===== config.mk =====
export PLATFORM = sky130hd
export DESIGN_NAME = pcie_ext_capability_regs
export DESIGN_NICKNAME = d
export VERILOG_FILES = /design/src/logic/ext_cap_pkg.sv /design/src/logic/header_log_store.sv /design/src/logic/cap_header_word.sv /design/src/logic/pcie_ext_capability_regs.sv
export SDC_FILE = /design/constraint.sdc
export NUM_CORES = 1
export LEC_CHECK = 0
export ABC_AREA = 1
export CAP_MARGIN = 10
export CORE_MARGIN = 2
export CORE_UTILIZATION = 56
export DETAILED_ROUTE_END_ITERATION = 12
export DONT_BUFFER_PORTS = 1
export PLACE_DENSITY = 0.71
export SLEW_MARGIN = 5
export SYNTH_ARGS = -nofsm -noshare
export SYNTH_HDL_FRONTEND = slang
export SYNTH_SLANG_ARGS = --single-unit

===== constraint.sdc =====
create_clock -name clk -period 1.8 [get_ports clk]
set_input_delay 0.09 -clock clk [delete_from_list [all_inputs] [get_ports clk]]
set_output_delay 0.09 -clock clk [all_outputs]
set_load 0.01 [all_outputs]

===== src/logic/ext_cap_pkg.sv =====
// Package: offsets, field layouts and reset values of the extended capability registers
package ext_cap_pkg;

  // ----------------------------------------------------------------
  // Register offsets (byte addresses)
  // ----------------------------------------------------------------
  localparam logic [11:0] OFF_HDR_LOG_W1 = 12'h11c;
  localparam logic [11:0] OFF_HDR_LOG_W2 = 12'h120;
  localparam logic [11:0] OFF_HDR_LOG_W3 = 12'h124;
  localparam logic [11:0] OFF_HDR_LOG_W4 = 12'h128;
  localparam logic [11:0] OFF_SERIAL_CAP_HEADER = 12'h180;
  localparam logic [11:0] OFF_UNIQUE_ID_LOW = 12'h184;
  localparam logic [11:0] OFF_UNIQUE_ID_HIGH = 12'h188;
  localparam logic [11:0] OFF_CHANNEL_CAP_HEADER = 12'h200;
  localparam logic [11:0] OFF_PORT_CHANNEL_CAPS_ONE = 12'h204;
  localparam logic [11:0] OFF_LOAD_CTRL = 12'h3f0;

  // ----------------------------------------------------------------
  // Field positions
  // ----------------------------------------------------------------
  localparam int CAP_ID_LSB = 0;
  localparam int CAP_ID_W = 16;
  localparam int CAP_VER_LSB = 16;
  localparam int CAP_VER_W = 4;
  localparam int NEXT_OFF_LSB = 20;
  localparam int NEXT_OFF_W = 12;
  localparam int EXTRA_CNT_LSB = 0;
  localparam int LOW_PRIO_CNT_LSB = 4;
  localparam int WRR_BASE_LSB = 8;
  localparam int ARB_SIZE_LSB = 10;
  localparam int LOAD_LOCK_BIT = 0;

  // ----------------------------------------------------------------
  // Fixed and reset values
  // ----------------------------------------------------------------
  localparam logic [15:0] SERIAL_CAP_ID = 16'h0003;
  localparam logic [15:0] CHANNEL_CAP_ID = 16'h0002;
  localparam logic [3:0] CAP_VERSION = 4'h1;
  localparam logic [11:0] SERIAL_NEXT_RESET = 12'h200;
  localparam logic [11:0] CHANNEL_NEXT_RESET = 12'h000;
  localparam logic [2:0] EXTRA_CNT_RESET = 3'h0;
  localparam logic [2:0] LOW_PRIO_CNT_RESET = 3'h0;
  localparam logic [1:0] WRR_BASE_VALUE = 2'h0;
  localparam logic [1:0] ARB_SIZE_RESET = 2'h2;
  localparam logic [31:0] WORD_ZERO = 32'h0000_0000;

  // Arbitration table entry size encodings
  typedef enum logic [1:0] {ARB_1BIT, ARB_2BIT, ARB_4BIT, ARB_8BIT} arb_size_e;

endpackage : ext_cap_pkg


===== src/logic/header_log_store.sv =====
// Sticky four-word store of the header of the first uncorrectable error
module header_log_store
  import ext_cap_pkg::*;
#(
  parameter int WORDS = 4
)
(
  input wire logic clk,
  input wire logic por,
  input wire logic capture,
  input wire logic [WORDS*32-1:0] capture_hdr,
  input wire logic clear_first,
  output logic [WORDS*32-1:0] log_words,
  output logic log_held
);

  typedef struct packed {
    logic [WORDS*32-1:0] words;
    logic held;
  } state_s;

  state_s st_r;
  state_s st_nxt;

  // ----------------------------------------------------------------
  // Capture logic
  // ----------------------------------------------------------------
  // Only the first error is kept; later ones are ignored until a clear.
  // A capture in the same cycle as a clear wins, so it is not lost.
  always_comb
  begin
    st_nxt = st_r;
    if (clear_first)
    begin
      st_nxt.held = 1'b0;
    end
    if (capture && (!st_r.held || clear_first))
    begin
      st_nxt.words = capture_hdr;
      st_nxt.held = 1'b1;
    end
  end

  // Only power-on reset clears the store; warm resets leave it alone
  always_ff @(posedge clk)
  begin
    if (por)
    begin
      st_r <= '0;
    end
    else
    begin
      st_r <= st_nxt;
    end
  end

  assign log_words = st_r.words;
  assign log_held = st_r.held;

endmodule : header_log_store


===== src/logic/cap_header_word.sv =====
// Builds one extended capability header word from its three fields
module cap_header_word
  import ext_cap_pkg::*;
(
  input wire logic [15:0] cap_id,
  input wire logic [11:0] next_off,
  output logic [31:0] word
);

  // ----------------------------------------------------------------
  // Field packing
  // ----------------------------------------------------------------
  // Version is fixed; next offset zero ends the chain
  always_comb
  begin
    word = WORD_ZERO;
    word[CAP_ID_LSB +: CAP_ID_W] = cap_id;
    word[CAP_VER_LSB +: CAP_VER_W] = CAP_VERSION;
    word[NEXT_OFF_LSB +: NEXT_OFF_W] = next_off;
  end

endmodule : cap_header_word


===== src/logic/pcie_ext_capability_regs.sv =====
// Extended capability register bank: error header log, serial number and channel capability
//
// Added by the designer: the strobed register port.
module pcie_ext_capability_regs
  import ext_cap_pkg::*;
(
  input wire logic clk,
  input wire logic rst,
  input wire logic por,
  input wire logic [11:0] addr,
  input wire logic [31:0] wdata,
  input wire logic wr,
  input wire logic rd,
  output logic [31:0] rdata,
  input wire logic hdr_capture,
  input wire logic [127:0] hdr_in,
  input wire logic hdr_release,
  output logic hdr_log_valid,
  output logic [1:0] arb_table_entry_size,
  output logic [2:0] extra_channel_count
);

  import ext_cap_pkg::*;

  // ----------------------------------------------------------------
  // State
  // ----------------------------------------------------------------
  typedef struct packed {
    logic [31:0] unique_id_word_low;
    logic [31:0] unique_id_word_high;
    logic [11:0] serial_next_off;
    logic [11:0] channel_next_off;
    logic [2:0] extra_channel_count;
    logic [2:0] low_prio_extra_channel_count;
    logic [1:0] arb_table_entry_size;
    logic locked;
    logic [31:0] rdata;
    logic hdr_valid;
    logic [1:0] arb_out;
    logic [2:0] extra_out;
  } state_s;

  state_s st_r;
  state_s st_nxt;

  logic [127:0] log_words;
  logic log_held;
  logic [31:0] serial_hdr;
  logic [31:0] channel_hdr;
  logic [31:0] port_caps_word;

  // ----------------------------------------------------------------
  // Sub-blocks
  // ----------------------------------------------------------------
  // Header store runs on power-on reset only, not the port reset
  header_log_store #(
    .WORDS(4)
  ) u_log (
    .clk(clk),
    .por(por),
    .capture(hdr_capture),
    .capture_hdr(hdr_in),
    .clear_first(hdr_release),
    .log_words(log_words),
    .log_held(log_held)
  );

  // Serial number capability header
  cap_header_word u_serial_hdr (
    .cap_id(SERIAL_CAP_ID),
    .next_off(st_r.serial_next_off),
    .word(serial_hdr)
  );

  // Virtual channel capability header
  cap_header_word u_channel_hdr (
    .cap_id(CHANNEL_CAP_ID),
    .next_off(st_r.channel_next_off),
    .word(channel_hdr)
  );

  // ----------------------------------------------------------------
  // Port channel capability word
  // ----------------------------------------------------------------
  // Reserved bits 3, 7 and 31:12 stay zero
  always_comb
  begin
    port_caps_word = WORD_ZERO;
    port_caps_word[EXTRA_CNT_LSB +: 3] = st_r.extra_channel_count;
    port_caps_word[LOW_PRIO_CNT_LSB +: 3] = st_r.low_prio_extra_channel_count;
    port_caps_word[WRR_BASE_LSB +: 2] = WRR_BASE_VALUE;
    port_caps_word[ARB_SIZE_LSB +: 2] = st_r.arb_table_entry_size;
  end

  // Read decode, shared by the read path
  function automatic logic [31:0] read_word(
    input logic [11:0] a,
    input state_s s,
    input logic [127:0] lw,
    input logic [31:0] sh,
    input logic [31:0] ch,
    input logic [31:0] pc
  );
    logic [31:0] v;
    v = WORD_ZERO;
    case (a)
      OFF_HDR_LOG_W1: v = lw[31:0];
      OFF_HDR_LOG_W2: v = lw[63:32];
      OFF_HDR_LOG_W3: v = lw[95:64];
      OFF_HDR_LOG_W4: v = lw[127:96];
      OFF_SERIAL_CAP_HEADER: v = sh;
      OFF_UNIQUE_ID_LOW: v = s.unique_id_word_low;
      OFF_UNIQUE_ID_HIGH: v = s.unique_id_word_high;
      OFF_CHANNEL_CAP_HEADER: v = ch;
      OFF_PORT_CHANNEL_CAPS_ONE: v = pc;
      OFF_LOAD_CTRL: v[LOAD_LOCK_BIT] = s.locked;
      default: v = WORD_ZERO; // Unmapped reads return zero
    endcase
    return v;
  endfunction : read_word

  // ----------------------------------------------------------------
  // Next state
  // ----------------------------------------------------------------
  // Load-once fields take writes until software sets the lock bit;
  // after that the whole block is read-only until reset.
  always_comb
  begin
    st_nxt = st_r;
    st_nxt.rdata = WORD_ZERO;
    if (rd)
    begin
      st_nxt.rdata = read_word(addr, st_r, log_words, serial_hdr, channel_hdr, port_caps_word);
    end
    if (wr && !st_r.locked)
    begin
      case (addr)
        OFF_SERIAL_CAP_HEADER: st_nxt.serial_next_off = wdata[NEXT_OFF_LSB +: NEXT_OFF_W];
        OFF_UNIQUE_ID_LOW: st_nxt.unique_id_word_low = wdata;
        OFF_UNIQUE_ID_HIGH: st_nxt.unique_id_word_high = wdata;
        OFF_CHANNEL_CAP_HEADER: st_nxt.channel_next_off = wdata[NEXT_OFF_LSB +: NEXT_OFF_W];
        OFF_PORT_CHANNEL_CAPS_ONE:
        begin
          st_nxt.extra_channel_count = wdata[EXTRA_CNT_LSB +: 3];
          st_nxt.low_prio_extra_channel_count = wdata[LOW_PRIO_CNT_LSB +: 3];
          st_nxt.arb_table_entry_size = wdata[ARB_SIZE_LSB +: 2];
        end
        OFF_LOAD_CTRL: st_nxt.locked = wdata[LOAD_LOCK_BIT];
        default: st_nxt.locked = st_r.locked; // Header log and others ignore writes
      endcase
    end
    st_nxt.hdr_valid = log_held;
    st_nxt.arb_out = st_nxt.arb_table_entry_size;
    st_nxt.extra_out = st_nxt.extra_channel_count;
  end

  // ----------------------------------------------------------------
  // Registers
  // ----------------------------------------------------------------
  // Port reset restores load-once values; header log is held elsewhere
  always_ff @(posedge clk)
  begin
    if (rst || por)
    begin
      st_r <= '0;
      st_r.serial_next_off <= SERIAL_NEXT_RESET;
      st_r.channel_next_off <= CHANNEL_NEXT_RESET;
      st_r.extra_channel_count <= EXTRA_CNT_RESET;
      st_r.low_prio_extra_channel_count <= LOW_PRIO_CNT_RESET;
      st_r.arb_table_entry_size <= ARB_SIZE_RESET;
      st_r.arb_out <= ARB_SIZE_RESET;
      st_r.extra_out <= EXTRA_CNT_RESET;
    end
    else
    begin
      st_r <= st_nxt;
    end
  end

  // Outputs come straight from flip-flops
  assign rdata = st_r.rdata;
  assign hdr_log_valid = st_r.hdr_valid;
  assign arb_table_entry_size = st_r.arb_out;
  assign extra_channel_count = st_r.extra_out;

endmodule : pcie_ext_capability_regs


==> results.json <==
{
  "max_freq_ghz": 0.5818,
  "netlist_area_sq_mm": 0.01151,
  "grtUsageTotal": 0.3141,
  "status": "complete, but fails checks",
  "maxSlewHeadroom": 0.6340,
  "drcViolationCount": 0,
  "slew_violations": 0,
  "core-area_sq_mm": 0.02023,
  "die_h_microns": 147.4,
  "netlist_instances": 1638,
  "max_cap_violations": 0,
  "hold_viol": 127,
  "timing.final.crit_period_ns": 1.719,
  "yosys_warnings": 0,
  "via_count": 10540,
  "final_cells": 1889,
  "finalWeightedCongestion": 0.9182,
  "placedCellCount": 1803,
  "crit_required_ns": 2.23,
  "rsz0062_at_grt": "no",
  "drive_above_1_share": 0.07288,
  "grt_pass1_wl_mm": 54.14,
  "setup_ws_ns": 0.08107,
  "holdBufCountCts": 43,
  "cp_num_buf_inv": 4,
  "final_area_sq_mm": 0.01275,
  "ys_types": 32,
  "crit_fanout": 10,
  "dpl-instance-area_sq_mm": 0.01149,
  "grt_pass1_vias": 9743,
  "ant_nets": 0,
  "post_drt_wl_per_cell_microns": 18.42,
  "dp_hpwl_mm": 24.45,
  "worst_skew_pair.late_latency_ns": 0.53,
  "path_clk_slew_ns": 0.06,
  "start_util": 0.5691,
  "post_cts.repair.setup_buffers": 0,
  "tns_ns": 0,
  "first_pass_iters": 5,
  "critical_path.slowest_cell": "dlygate4sd3_1",
  "grt_max_degree": 131,
  "synth.avg_cell_area_sq_um": 7.030,
  "cts.htree.levels": 1,
  "cpPeakStageDelay_ns": 0.59,
  "hold_slack_ns": -0.3670,
  "ys_seq_area_frac": 0.4503,
  "finalCritPeriodShare": 0.9550,
  "setup_violations": 0,
  "start_kind": "primary input",
  "power.density_mw_per_mm2": 935.2,
  "nNetsFinal": 1784,
  "power_mw": 11.92,
  "cts_sinks": 259,
  "ys_seq_elements": 259,
  "finalClockSkew_ns": 0.01379,
  "cts_max_path_buffers": 3,
  "violations": "hold timing",
  "area_growth_pct": 10.70,
  "worstPathArrival_ns": 2.15,
  "die-area_sq_mm": 0.02173,
  "path_class": "in -> reg",
  "cp_top_family": "buffers and inverters",
  "p_leak_nw": 5.398,
  "vias_per_cell": 5.581,
  "crit_chain": "dlygate4sd3_1, nor2_4, dlygate4sd3_1, clkinv_1, nor2_1, buf_4, nand2_1, nor2_1",
  "pre_cts_slack_ns": 0.2512,
  "die_width_microns": 147.4,
  "routed_wl_mm": 34.79,
  "worstMarginPinSlew_ns": 0.5485,
  "ios": 217,
  "gr-total-overflow": 0,
  "ir_worst_vdd_uv": 849.7,
  "min_path_type": "in -> reg",
  "antenna_found_initial": 0,
  "clockRootBuffer": "clkbuf_16",
  "synth_nets": 1817,
  "placementRows": 52,
  "cts_tree": "built",
  "cp-end-kind": "flop",
  "port_buffers": 0,
  "cts_inserted_buffers": 27,
  "dr.first_iter.drc_count": 890,
  "diodes": 0
}
[registers in the layout (all words and copies together), names as in the netlist]
register              flops
u_log.log_words         128
arb_table_entry_size      2
u_log.log_held            1
rdata                    32
st_r                     89
extra_channel_count       3
hdr_log_valid             1
port_caps_word            3
[logic make-up after synthesis]
logic type	synth area share
AND/OR/NAND/NOR	0.3264
buffers and inverters	0.1049
flip-flops	0.4503
AO/OA/AOI/OAI	0.1184
[per-stage QoR]
stage | util | hold slack [ns]
6_report | 0.6300 | -0.3670
5_1_grt | 0.6300 | -0.3864
4_1_cts | 0.6292 | -0.3789
3_5_place_dp | 0.5681 | 0.1684
3_3_place_gp | 0.5681 | 0.1679
2_1_floorplan | - | 0.2249
[path summary, 6_finish.rpt]
kind / slack (ns) / to / start / cells after the start
min reg2reg: 0.46 / st_r[61]$_SDFFE_PP0P_ / st_r[61]$_SDFFE_PP0P_ / 2
max reg2reg: 0.10 / u_log.log_words[1]$_SDFFE_PP0P_ / u_log.log_held$_SDFFE_PP0P_ / 6
min: -0.37 / u_log.log_words[2]$_SDFFE_PP0P_ / por / 1
max: 0.08 / rdata[0]$_SDFF_PP0_ / rst / 8
[synth_stat cells (all sizes together)]
cell type | n | area, sq um
buf | 91 | 603.1
o21a | 1 | 7.510
clkbuf | 47 | 176.4
o21ai | 80 | 400.4
nand3b | 1 | 7.510
or2 | 1 | 6.260
nor3 | 3 | 26.28
nand3 | 208 | 1069
o211ai | 3 | 27.52
nand2 | 425 | 1623
nor2 | 214 | 939.7
dfxtp | 259 | 5185
nand4 | 14 | 87.58
a21oi | 164 | 820.8
a211oi | 13 | 107.6
clkinv | 1 | 3.750
inv | 113 | 424.2
[cell usage in the layout, fill, tap and decap left out, drive strengths merged]
master | synthesis | routed
nand2 | 425 | 425
dfxtp | 259 | 259
nor2 | 214 | 214
nand3 | 208 | 208
a21oi | 164 | 164
inv | 113 | 112
o21ai | 80 | 80
dlygate4sd3 | 0 | 43
clkbuf | 47 | 39
buf | 91 | 33
nand4 | 14 | 14
a211oi | 13 | 13
clkinv | 1 | 5
o211ai | 3 | 3
nor3 | 3 | 3
nand3b | 1 | 1
o21a | 1 | 1
or2 | 1 | 1
bufinv | 0 | 1
[layer usage]
layer  track usage  wire length, microns  vias to the layer above
li1              -                     -                     5173
met5             0                     0                        -
met1        0.4602                 15550                     4835
met2        0.4547                 14570                      472
met3       0.09012                  3656                       62
met4       0.08413                  1016                        0
[power by group]
| part | internal, mW | total, mW | switching, mW |
|---|---|---|---|
| Combinational | 0.255 | 0.692 | 0.437 |
| Clock | 3.03 | 5.22 | 2.19 |
| Sequential | 5.91 | 6.01 | 0.0981 |
[layout make-up]
| type | count | area (sq um) |
|---|---|---|
| Timing Repair Buffer | 76 | 828.3 |
| Inverter | 114 | 429.2 |
| Multi-Input combinational cell | 1127 | 5161 |
| Tap cell | 270 | 337.8 |
| Clock buffer | 39 | 760.7 |
| Clock inverter | 4 | 45.04 |
| Sequential cell | 259 | 5185 |
| Fill cell | 1889 | 7487 |
[worst register-to-register path, delay by kind of cell, from the launching register on]
kind            cells  cell delay [ns]
buf+inv             3             0.75
flops               1             0.31
compound gates      1             0.07
simple gates        2             0.46
[timing repair]
item	in CTS	in global routing
endpoints found under the hold margin	227	127
endpoints found under the setup margin	0	2
resized for setup	0	3
Note: power is estimated with default switching activity, not from simulation.
